===== src/core/bsf_pkg.sv =====
package bsf_pkg;
  localparam int DW = 8;
  localparam int AW = 16;
  localparam int OW = 12;
  // status register bit positions
  localparam int FLAG_C = 0;
  localparam int FLAG_Z = 1;
  localparam int FLAG_N = 2;
  localparam int FLAG_V = 3;
  localparam int FLAG_H = 5;
  // cycle costs
  localparam logic [1:0] CYC_ONE = 2'h1;
  localparam logic [1:0] CYC_TWO = 2'h2;
  localparam logic [1:0] CYC_THREE = 2'h3;
  // program counter steps
  localparam logic [AW-1:0] PC_STEP = 16'h0001;
  localparam logic [AW-1:0] PC_SKIP_ONE = 16'h0002;
  localparam logic [AW-1:0] PC_SKIP_TWO = 16'h0003;

  typedef enum logic [4:0] {
    OP_NOP = 5'h00,
    OP_MUL_SIGNED_BY_UNSIGNED = 5'h01,
    OP_FRAC_MUL_UNSIGNED = 5'h02,
    OP_FRAC_MUL_SIGNED = 5'h03,
    OP_FRAC_MUL_SIGNED_BY_UNSIGNED = 5'h04,
    OP_RELATIVE_JUMP = 5'h05,
    OP_RELATIVE_CALL = 5'h06,
    OP_POINTER_JUMP = 5'h07,
    OP_POINTER_CALL = 5'h08,
    OP_COMPARE_SKIP_EQUAL = 5'h09,
    OP_REGISTER_COMPARE = 5'h0a,
    OP_COMPARE_WITH_BORROW = 5'h0b,
    OP_COMPARE_IMMEDIATE = 5'h0c,
    OP_SKIP_REG_BIT_CLEAR = 5'h0d,
    OP_SKIP_REG_BIT_SET = 5'h0e,
    OP_SKIP_IO_BIT_CLEAR = 5'h0f,
    OP_SKIP_IO_BIT_SET = 5'h10,
    OP_BRANCH_FLAG_SET = 5'h11,
    OP_BRANCH_FLAG_CLEAR = 5'h12,
    OP_BRANCH_EQUAL = 5'h13,
    OP_BRANCH_NOT_EQUAL = 5'h14,
    OP_BRANCH_CARRY_SET = 5'h15,
    OP_BRANCH_CARRY_CLEAR = 5'h16,
    OP_BRANCH_SAME_OR_HIGHER = 5'h17,
    OP_BRANCH_LOWER = 5'h18
  } bsf_op_t;

  typedef enum logic [1:0] {
    ST_IDLE = 2'b01,
    ST_EXEC = 2'b10
  } bsf_state_t;

  typedef struct packed {
    bsf_op_t op;
    logic [DW-1:0] rd;
    logic [DW-1:0] rr;
    logic [DW-1:0] io_val;
    logic [2:0] bit_sel;
    logic [OW-1:0] offset;
    logic [AW-1:0] pc;
    logic [AW-1:0] ptr;
    logic [DW-1:0] status_register;
    logic next_two_word;
  } bsf_issue_t;

  typedef struct packed {
    logic pc_load;
    logic [AW-1:0] pc;
    logic status_register_we;
    logic [DW-1:0] status_register;
    logic prod_we;
    logic [AW-1:0] prod;
    logic push;
    logic [AW-1:0] push_addr;
  } bsf_result_t;
endpackage


===== src/core/bsf_exec.sv =====
// Behaviour
// - signed-by-unsigned multiply: product to pair, Z and C, two cycles
// - fractional multiplies shift product left one, Z and C, two cycles
// - relative jump pc+k+1 in two cycles; relative call three cycles
// - pointer jump/call load pc from pointer, two/three cycles, no flags
// - compare-skip-equal skips next instruction when equal, flags untouched
// - compares compute difference unstored, set Z N V C H, one cycle
// - skip when selected register bit is zero
// - skip when selected register bit is one
// - skip when selected io register bit is zero
// - skip when selected io register bit is one
// - branch when selected status bit set; one or two cycles
// - branch when selected status bit clear; one or two cycles, no flags
// - carry-clear and same-or-higher branch on carry zero
// - carry-set and lower branch on carry one
// - branch-equal branches on zero flag one
// - branch-not-equal branches on zero flag zero
`timescale 1ns/100ps
`default_nettype none
module bsf_exec (
  input wire logic CLK_IN,
  input wire logic SYS_RST_IN,
  input wire logic ISSUE_VALID_IN,
  input wire bsf_pkg::bsf_issue_t ISSUE_IN,
  output logic READY_OUT,
  output logic DONE_OUT,
  output bsf_pkg::bsf_result_t RESULT_OUT
);
  import bsf_pkg::*;

  // ----------------------------------------
  // operand decode
  // ----------------------------------------
  bsf_state_t state_q;
  bsf_state_t state_d;
  logic [1:0] cnt_q;
  logic [1:0] cnt_d;
  bsf_result_t res_q;
  bsf_result_t res_d;
  logic ready_q;
  logic done_q;
  bsf_result_t out_q;

  wire bsf_op_t op = ISSUE_IN.op;
  wire [DW-1:0] rd = ISSUE_IN.rd;
  wire [DW-1:0] rr = ISSUE_IN.rr;
  wire [DW-1:0] sr = ISSUE_IN.status_register;
  wire [AW-1:0] pc = ISSUE_IN.pc;
  wire fire = ISSUE_VALID_IN && ready_q;

  wire is_mul_signed_by_unsigned = op == OP_MUL_SIGNED_BY_UNSIGNED;
  wire is_fmu = op == OP_FRAC_MUL_UNSIGNED;
  wire is_fms = op == OP_FRAC_MUL_SIGNED;
  wire is_fmsu = op == OP_FRAC_MUL_SIGNED_BY_UNSIGNED;
  wire is_frac = is_fmu || is_fms || is_fmsu;
  wire is_mul = is_mul_signed_by_unsigned || is_frac;
  wire is_relative_call = op == OP_RELATIVE_CALL;
  wire is_rel = op == OP_RELATIVE_JUMP || is_relative_call;
  wire is_pcall = op == OP_POINTER_CALL;
  wire is_ptr = op == OP_POINTER_JUMP || is_pcall;
  wire is_call = is_relative_call || is_pcall;
  wire is_cpc = op == OP_COMPARE_WITH_BORROW;
  wire is_cmp = op == OP_REGISTER_COMPARE || is_cpc
    || op == OP_COMPARE_IMMEDIATE;
  wire is_compare_skip_equal = op == OP_COMPARE_SKIP_EQUAL;
  wire is_sr_clr = op == OP_SKIP_REG_BIT_CLEAR;
  wire is_sr_set = op == OP_SKIP_REG_BIT_SET;
  wire is_si_clr = op == OP_SKIP_IO_BIT_CLEAR;
  wire is_si_set = op == OP_SKIP_IO_BIT_SET;
  wire is_skip = is_compare_skip_equal || is_sr_clr || is_sr_set
    || is_si_clr || is_si_set;
  wire is_bset = op == OP_BRANCH_FLAG_SET;
  wire is_bclr = op == OP_BRANCH_FLAG_CLEAR;
  wire is_beq = op == OP_BRANCH_EQUAL;
  wire is_bne = op == OP_BRANCH_NOT_EQUAL;
  wire is_bcs = op == OP_BRANCH_CARRY_SET
    || op == OP_BRANCH_LOWER;
  wire is_bcc = op == OP_BRANCH_CARRY_CLEAR
    || op == OP_BRANCH_SAME_OR_HIGHER;
  wire is_branch = is_bset || is_bclr || is_beq || is_bne
    || is_bcs || is_bcc;

  // ----------------------------------------
  // multiplier
  // ----------------------------------------
  // rd signed except for unsigned fractional; rr signed only for signed frac
  wire rd_signed = is_mul_signed_by_unsigned || is_fms || is_fmsu;
  wire rr_signed = is_fms;
  wire [AW-1:0] a16 = {{DW{rd_signed && rd[DW-1]}}, rd};
  wire [AW-1:0] b16 = {{DW{rr_signed && rr[DW-1]}}, rr};
  wire [AW-1:0] raw_p = AW'(a16 * b16);
  wire [AW-1:0] prod = is_frac ? {raw_p[AW-2:0], 1'b0} : raw_p;
  wire mul_c = raw_p[AW-1];
  wire mul_z = prod == '0;

  // ----------------------------------------
  // comparator
  // ----------------------------------------
  wire cin = is_cpc && sr[FLAG_C];
  wire [DW:0] diff = {1'b0, rd} - {1'b0, rr} - {{DW{1'b0}}, cin};
  wire [DW-1:0] r = diff[DW-1:0];
  wire cmp_c = diff[DW];
  // half carry comes from the top bit of the low nibble
  localparam int HALF_MSB = DW / 2 - 1;
  wire cmp_h = (~rd[HALF_MSB] & rr[HALF_MSB]) | (rr[HALF_MSB] & r[HALF_MSB])
    | (r[HALF_MSB] & ~rd[HALF_MSB]);
  wire cmp_v = (rd[DW-1] & ~rr[DW-1] & ~r[DW-1]) | (~rd[DW-1] & rr[DW-1] & r[DW-1]);
  wire cmp_n = r[DW-1];
  // borrow form keeps zero only if it was already set
  wire cmp_z = (r == '0) && (!is_cpc || sr[FLAG_Z]);

  // ----------------------------------------
  // skip and branch conditions
  // ----------------------------------------
  wire reg_bit = rr[ISSUE_IN.bit_sel];
  wire io_bit = ISSUE_IN.io_val[ISSUE_IN.bit_sel];
  wire sel_flag = sr[ISSUE_IN.bit_sel];
  wire skip_eq = is_compare_skip_equal && rd == rr;
  wire skip_rc = is_sr_clr && !reg_bit;
  wire skip_rs = is_sr_set && reg_bit;
  wire skip_ic = is_si_clr && !io_bit;
  wire skip_is = is_si_set && io_bit;
  wire do_skip = skip_eq || skip_rc || skip_rs || skip_ic || skip_is;
  wire tk_set = is_bset && sel_flag;
  wire tk_clr = is_bclr && !sel_flag;
  wire tk_cc = is_bcc && !sr[FLAG_C];
  wire tk_cs = is_bcs && sr[FLAG_C];
  wire tk_eq = is_beq && sr[FLAG_Z];
  wire tk_ne = is_bne && !sr[FLAG_Z];
  wire taken = tk_set || tk_clr || tk_cc || tk_cs || tk_eq || tk_ne;

  // ----------------------------------------
  // targets and cycle cost
  // ----------------------------------------
  wire [AW-1:0] off16 = {{(AW-OW){ISSUE_IN.offset[OW-1]}}, ISSUE_IN.offset};
  wire [AW-1:0] pc_next = pc + PC_STEP;
  wire [AW-1:0] tgt_rel = pc_next + off16;
  wire [AW-1:0] skip_pc = pc + (ISSUE_IN.next_two_word ? PC_SKIP_TWO : PC_SKIP_ONE);
  wire [AW-1:0] new_pc = (is_rel || taken) ? tgt_rel
    : is_ptr ? ISSUE_IN.ptr
    : do_skip ? skip_pc : pc_next;
  wire [1:0] skip_cyc = ISSUE_IN.next_two_word ? CYC_THREE : CYC_TWO;
  wire [1:0] cyc = is_call ? CYC_THREE
    : (is_mul || is_rel || is_ptr || taken) ? CYC_TWO
    : do_skip ? skip_cyc : CYC_ONE;

  // ----------------------------------------
  // result assembly
  // ----------------------------------------
  logic [DW-1:0] sr_new;
  always_comb
  begin
    sr_new = sr;
    if (is_mul)
    begin
      sr_new[FLAG_Z] = mul_z;
      sr_new[FLAG_C] = mul_c;
    end
    else if (is_cmp)
    begin
      sr_new[FLAG_Z] = cmp_z;
      sr_new[FLAG_C] = cmp_c;
      sr_new[FLAG_N] = cmp_n;
      sr_new[FLAG_V] = cmp_v;
      sr_new[FLAG_H] = cmp_h;
    end
  end

  always_comb
  begin
    res_d = res_q;
    if (fire)
    begin
      res_d.pc_load = 1'b1;
      res_d.pc = new_pc;
      res_d.status_register_we = is_mul || is_cmp;
      res_d.status_register = sr_new;
      res_d.prod_we = is_mul;
      res_d.prod = prod;
      res_d.push = is_call;
      res_d.push_addr = pc_next;
    end
  end

  // ----------------------------------------
  // sequencer
  // ----------------------------------------
  wire last = state_q == ST_EXEC && cnt_q == 2'h0;

  always_comb
  begin
    state_d = state_q;
    cnt_d = cnt_q;
    unique case (state_q)
      ST_IDLE:
      begin
        if (fire)
        begin
          state_d = ST_EXEC;
          cnt_d = cyc - CYC_ONE;
        end
      end
      ST_EXEC:
      begin
        if (cnt_q == 2'h0)
          state_d = ST_IDLE;
        else
          cnt_d = cnt_q - 2'h1;
      end
      default:
      begin
        state_d = ST_IDLE;
      end
    endcase
  end

  always_ff @(posedge CLK_IN)
  begin
    if (SYS_RST_IN)
    begin
      state_q <= ST_IDLE;
      cnt_q <= 2'h0;
      res_q <= '0;
      ready_q <= 1'b1;
      done_q <= 1'b0;
      out_q <= '0;
    end
    else
    begin
      state_q <= state_d;
      cnt_q <= cnt_d;
      res_q <= res_d;
      ready_q <= state_d == ST_IDLE;
      done_q <= last;
      out_q <= last ? res_q : '0;
    end
  end

  assign READY_OUT = ready_q;
  assign DONE_OUT = done_q;
  assign RESULT_OUT = out_q;
endmodule
`default_nettype wire


===== config.mk =====
export PLATFORM = sky130hd
export DESIGN_NAME = bsf_exec
export DESIGN_NICKNAME = d
export VERILOG_FILES = /design/src/core/bsf_pkg.sv /design/src/core/bsf_exec.sv
export SDC_FILE = /design/constraint.sdc
export NUM_CORES = 1
export LEC_CHECK = 0
export BUFFER_PORTS_ARGS = -buffer_cell sky130_fd_sc_hd__buf_2
export CORE_ASPECT_RATIO = 0.5
export CORE_MARGIN = 4
export CORE_UTILIZATION = 55
export DETAILED_ROUTE_END_ITERATION = 8
export PLACE_DENSITY = 0.8
export SLEW_MARGIN = 15
export SYNTH_ARGS = -nofsm -noshare
export SYNTH_HDL_FRONTEND = slang
export SYNTH_SLANG_ARGS = --single-unit

===== constraint.sdc =====
create_clock -name CLK_IN -period 18.6 [get_ports CLK_IN]
set_input_delay 1.86 -clock CLK_IN [delete_from_list [all_inputs] [get_ports CLK_IN]]
set_output_delay 1.86 -clock CLK_IN [all_outputs]
set_load 0.05 [all_outputs]

==> summary.txt, run 1 <==
Final layout
  • Share of cells above drive strength 1: 16.5%
  • Synthesis-to-finish area growth: 15.9%
  • Nets: 1,470

Setup path
  • Peak fanout along the critical path: 18
  • Nature of the critical path endpoint: register
  • Worst Setup SP: ISSUE_IN[81]
  • R2r startpoint: state_q[0]
  • R2R Setup Slk: 16.25 ns
  • CP Class: input port to register
  • Crit path launch type: input port
  • Critical Path AT: 8.52 ns
  • Critical Path RT: 18.92 ns

Yosys
  • Syn. warnings: 0
  • Number of synthesized flops with an enable pin: 0
  • Mapped cell area: 9580 um2
  • Flops & latches, synth: 126
  • Cells after Synth: 1,116
  • Sequential share of the synthesized area: 26.3%
  • Avg Cell Area, Syn: 8.58 um2
  • Async SR Flop Fraction: 0%
  • Syn nets: 1,346
  • Synth Flop Type: dfxtp_1
  • Netlist cell types: 72

Clocking
  • Root Driver: clkbuf_16
  • Clock Path Buffers: 2
  • CTS Hold Bufs: 0
  • H-tree depth: 4
  • CTS resizes: 0
  • CTS tree: done
  • Clk sinks: 126
  • Clk pin slew, worst setup/hold paths: 0.07 ns
  • Worst skew pair latency: 0.42 ns
  • CTS Buf Count: 17
  • Post-CTS Setup Inserts: 0

STA
  • Setup TNS: 0 ns
  • Fin Clk Skew: 0.0156 ns
  • Final slew viol count: 0
  • Worst slew margin: 36.1%
  • Final period util: 44.1%
  • Hold slack: 0.443 ns
  • Setup violations, final: 0
  • RSZ-0062 raised after global routing: no
  • Maximum achievable frequency: 122 MHz
  • Final Hold Fails: 0
  • Slew @ Worst Pin: 0.953 ns
  • Post-layout min period: 8.20 ns

Floorplanning
  • Die area: 19,700 um2
  • IO Pins: 150
  • Rows: 33
  • Starting Density: 57.3%
  • Core Region: 16,700 um2
  • DIE WIDTH: 195 um
  • Die H: 101 um

Detailed routing
  • DRC Markers: 0
  • DR vias: 8,317
  • Routed WL per cell: 17.3 um
  • DR iter-0 viols: 510
  • Antenna-violating nets left: 0
  • First drt pass iteration count: 5
  • Aggregate routed wire length: 25,600 um
  • Routed vias/inst: 5.62

Min path
  • Hold WC Path Type: register to register
  • Worst Min Path Start: res_q[51]

Power
  • Switching part of the total: 37.5%
  • P_leak: 5.17 nW
  • Clock power frac: 30.9%
  • Max rail drop VDD: 0.0000666 V
  • Combinational fraction of design power: 40.8%
  • PD cells: 102 nW/um2
  • P_sw: 0.000427 W
  • Flop pwr share: 28.3%
  • Internal: 0.000710 W

Global routing
  • Tot GR Track Use: 26.1%
  • Antenna violations before repair: 0
  • Grt met1 use: 33.9%
  • Vias in the first global route: 8,185
  • Largest net degree at the start of global routing: 70
  • GR peak layer: met2
  • Met3 GRT Util: 5.15%
  • First-pass GRT wire length: 41,600 um
  • M2 GR Usage: 45.5%
  • Total grt overflow: 0

Place
  • IO buf count: 149
  • RePlAce Congestion: 0.930
  • Detailed placement HPWL: 20,000 um

Flow run
  • Max_cap viols: 0

Status
  • Status: finished clean
==> sequential cells by signal (all words and copies together) (netlist names) <==
register	flops
DONE_OUT	1
READY_OUT	1
RESULT_OUT	60
cnt_q	2
res_q	60
state_q	2
==> logic make-up (layout without fill, tap and decap cells) <==
family | count (synthesis) | after routing | share of synthesized area (%)
and+or+nand+nor | 399 | 399 | 21.4
AOI/OAI and AO/OA | 201 | 201 | 13.8
buffers and inverters | 168 | 305 | 6.73
adders and majority gates | 142 | 142 | 23.7
DFF | 126 | 126 | 26.3
xor gates and xnor gates | 64 | 64 | 5.85
muxes | 16 | 16 | 2.21
other | 0 | 1 | 0
==> worst paths after layout <==
kind,end,depth (start not counted)
min reg2reg,RESULT_OUT[51],1
min,RESULT_OUT[51],1
max,res_q[35],21
max reg2reg,RESULT_OUT[28],7
==> power by group through the flow <==
stage	logic (W)	clock network (W)	registers [W]
final	0.000464	0.000352	0.000321
after floorplan	0.000341	0	0.000330
after global placement	0.000444	0	0.000325
after CTS	0.000466	0.000355	0.000321
after global routing	0.000524	0.000368	0.000325
after detailed placement	0.000461	0	0.000327
==> per-layer routing <==
layer  share of wire (%)  up-vias
met2                  49      285
li1                    -     4001
met5                   0        -
met3                 6.9       30
met4                 1.2        0
met1                  43     4001
==> synthesized netlist by cell type (4+ instances only) <==
master,n,area (um2)
clkbuf_1,42,158
nor3_1,34,170
and2_1,97,607
dfxtp_1,126,2520
nand4_1,4,25.0
ha_1,76,951
mux2i_1,11,110
a211oi_1,26,195
a31oi_1,5,31.3
nor4_1,6,37.5
a21o_1,8,60.1
o211ai_1,8,60.1
buf_1,4,15.0
or3_1,12,75.1
inv_1,118,443
fa_1,66,1320
nor2_1,93,349
a21oi_1,58,290
xnor2_1,41,359
o21ai_0,40,200
a311oi_1,10,87.6
xor2_1,23,201
nand3_1,14,70.1
and4_1,4,35.0
nand2_1,95,357
o21a_1,4,30.0
o21bai_1,4,30.0
nor2b_1,5,31.3
and3_1,4,25.0
nand2b_1,4,25.0
nor3b_1,7,52.6
==> critical path, cell delays in order <==
cell and delay (ns):
buf_2 0.28, nand2_1 0.14, or4b_2 0.79, or2_2 0.35, fa_1 0.52, fa_1 0.54, inv_1 0.06, fa_1 0.51
fa_1 0.54, inv_1 0.05, fa_1 0.51, inv_1 0.05, ha_1 0.33, o21ai_0 0.15, o21ai_0 0.13, a211oi_1 0.30
nor2_1 0.10, xor2_1 0.18, or3_1 0.38, or4b_1 0.51, a211oi_1 0.24
==> layout by cell type, fill, tap and decap left out, drive strengths merged, types with 6 or more instances in the layout <==
master / Yosys / layout
a21o: 8 / 8
ha: 76 / 76
clkbuf: 42 / 19
nor3: 37 / 37
a21oi: 58 / 58
a311oi: 10 / 10
nor2: 93 / 93
mux2i: 11 / 11
inv: 118 / 123
nand3: 14 / 14
fa: 66 / 66
or3: 12 / 12
nand2: 95 / 95
xnor2: 41 / 41
dfxtp: 126 / 126
o211ai: 8 / 8
buf: 8 / 155
nor3b: 7 / 7
a211oi: 26 / 26
xor2: 23 / 23
and2: 97 / 97
nor4: 6 / 6
o21ai: 42 / 42
==> area by class of cell <==
| class | instances | area [um2] |
|---|---|---|
| fill | 1408 | 5620 |
| tap | 227 | 284 |
| multi-input combinational | 822 | 6420 |
| inverter | 118 | 443 |
| clock buffer | 19 | 453 |
| antenna | 1 | 2.50 |
| timing repair buffer | 155 | 791 |
| clock inverter | 13 | 178 |
| sequential | 126 | 2520 |
==> through the flow <==
stage / std cells / area, um2 / setup WS, ns / total power (W) / utilization (%)
5_1_grt: 1480 / 11100 / 10.13 / 0.00122 / 66.4
3_3_place_gp: 1448 / 10500 / 10.18 / 0.000769 / 62.6
4_1_cts: 1480 / 11100 / 10.43 / 0.00114 / 66.3
2_1_floorplan: 1116 / 9580 / 10.43 / 0.000671 / -
6_report: 1481 / 11100 / 10.40 / 0.00114 / 66.4
3_5_place_dp: 1448 / 10500 / 10.02 / 0.000788 / 62.6
Note: power is estimated with default switching activity, not from simulation.
==> run 2, diff against run 1 <==
CORE_UTILIZATION = 53   (was 55)
clock period = 7.5 ns   (was 18.6 ns; I/O delays follow)
==> summary.txt, run 2 (same netlist as run 1, synthesis figures left out) <==
Clocking
  • CTS resizes: 0 (unchanged)
  • H-tree depth: 4 (unchanged)
  • Clock Path Buffers: 2 (unchanged)
  • Worst skew pair latency: 0.42 ns (about the same)
  • Post-CTS Setup Inserts: 0 (unchanged)
  • CTS Hold Bufs: 0 (unchanged)
  • Clk sinks: 126 (unchanged)
  • CTS Buf Count: 17 (unchanged)
  • Root Driver: clkbuf_16
  • Clk pin slew, worst setup/hold paths: 0.06 ns (about the same)
  • CTS tree: done

Setup path
  • R2R Setup Slk: 5.14 ns (-11.11 ns)
  • CP Class: input port to register
  • Nature of the critical path endpoint: register
  • Crit path launch type: input port
  • Critical Path RT: 7.83 ns (-11.09 ns)
  • Critical Path AT: 7.26 ns (-1.26 ns)
  • Peak fanout along the critical path: 16 (-2)

Final layout
  • Nets: 1,475 (+0.34%)
  • # diodes: 0 (-1)
  • Most common cell after layout, fill and taps aside: buf_2
  • Commonest non-fill, non-tap cells in the layout: buf_2, dfxtp_1, inv_1
  • Register area: 2520 um2 (unchanged)
  • Final core utilization: 63.3% (-3.0 points)
  • Share of cells above drive strength 1: 16.8% (+0.25 points)
  • Synthesis-to-finish area growth: 15.9% (unchanged)
  • Fillers: 1,513 (+7.5%)
  • Multi-input gate area: 6420 um2 (about the same)

Global routing
  • Largest net degree at the start of global routing: 70 (unchanged)
  • Vias in the first global route: 8,132 (-0.65%)
  • Total grt overflow: 0 (unchanged)
  • Antenna violations before repair: 0 (unchanged)
  • Tot GR Track Use: 25.4% (-0.62 points)
  • First-pass GRT wire length: 41,300 um (-0.76%)

Detailed routing
  • DR iter-0 viols: 519 (+1.8%)
  • Uppermost layer routed: met4
  • Met3 WL: 1660 um (-6.1%)
  • Met1 wire length: 11,400 um (+2.5%)
  • DR vias: 8,378 (+0.73%)
  • DRC Markers: 0 (unchanged)
  • Routed vias/inst: 5.62 (about the same)
  • First drt pass iteration count: 7 (+2)
  • Aggregate routed wire length: 25,900 um (+1.1%)
  • Antenna-violating nets left: 0 (unchanged)
  • Routed WL per cell: 17.4 um (+0.36%)
  • Metal2 WL: 12,300 um (-0.77%)

Floorplanning
  • DIE WIDTH: 198 um (+1.8%)
  • Core Region: 17,500 um2 (+4.8%)
  • Die area: 20,400 um2 (+3.5%)
  • Rows: 34 (+3.0%)
  • IO Pins: 150 (unchanged)
  • Starting Density: 54.6% (-2.6 points)
  • Die H: 103 um (+1.7%)

Power
  • P_leak: 5.18 nW (+0.23%)
  • PnR Total Power: 0.00278 W (+140%)
  • Max rail drop VDD: 0.000166 V (+150%)
  • PD cells: 251 nW/um2 (+140%)

STA
  • Slew @ Worst Pin: 1.04 ns (+0.0871 ns)
  • RSZ-0062 raised after global routing: no
  • Fin Clk Skew: 0.00576 ns (-0.00981 ns)
  • Final period util: 92.5%
  • Setup violations, final: 0 (unchanged)
  • Maximum achievable frequency: 144 MHz
  • Worst slew margin: 30.0% (-6.1 points)
  • Final worst slack: 0.566 ns (-9.84 ns)
  • Final Hold Fails: 0 (unchanged)
  • Setup TNS: 0 ns (unchanged)
  • Final slew viol count: 0 (unchanged)
  • Post-layout min period: 6.93 ns

Place
  • RePlAce Congestion: 0.924 (-0.70%)
  • Post-place setup slack: 0.217 ns (-9.80 ns)
  • Detailed placement HPWL: 19,800 um (-1.0%)
  • IO buf count: 149 (unchanged)

Flow run
  • Max_cap viols: 0 (unchanged)

Status
  • Status: finished clean

Min path
  • Hold WC Path Type: register to register
run 2: cell count changes in the layout (fill, tap and decap cells not counted), moves of 2 or more:
cell      previous run  this run
buf_4                6        11
clkinv_2             0         3
inv_6                4         7
clkinv_4             3         1
run 2: layout make-up:
class | instances | share of cell area, %
Clock buffer | 18 | 3.96
Clock inverter | 14 | 1.38
Timing Repair Buffer | 160 | 7.46
Sequential cell | 126 | 22.7
Tap cell | 234 | 2.64
Multi-Input combinational cell | 822 | 57.8
Inverter | 118 | 3.99
run 2: routing by layer:
| metal | vias to the layer above | track usage (%) |
|---|---|---|
| li1 | 4018 | - |
| met5 | - | 0 |
| met4 | 0 | 7.09 |
| met1 | 4034 | 33.8 |
| met3 | 44 | 4.90 |
| met2 | 282 | 43.1 |
run 2: worst max-delay path, cell delays in order:
cell and delay, ns:
buf_2 0.26, nand2_1 0.14, or4b_2 0.67, or2_2 0.32, fa_1 0.51, fa_1 0.54, inv_1 0.05, fa_1 0.50
fa_1 0.55, inv_1 0.05, fa_1 0.51, inv_1 0.04, ha_1 0.34, o21ai_0 0.16, o21ai_0 0.15, a211oi_1 0.32
nor2_1 0.11, xor2_1 0.17, or3_1 0.37, or4b_1 0.50, a211oi_1 0.24
run 2: where the power goes:
part	internal, W	switching [W]	leakage, nW
registers	0.000755	0.0000409	1.03
clock network	0.000504	0.000328	0.293
logic	0.000459	0.000698	3.86
run 2: final timing paths:
check | start | endpoint | cells past startpoint
max | ISSUE_IN[80] | res_q[35] | 21
min reg2reg | res_q[50] | res_q[50] | 2
min | res_q[50] | res_q[50] | 2
max reg2reg | state_q[0] | RESULT_OUT[52] | 7
run 2: stage by stage:
stage	hold slack [ns]	area (um2)	instances
after detailed placement	0.440	10500	1460
after floorplan	0.422	9580	1116
after CTS	0.450	11100	1492
after global routing	0.463	11100	1492
after global placement	0.436	10500	1460
final	0.447	11100	1492
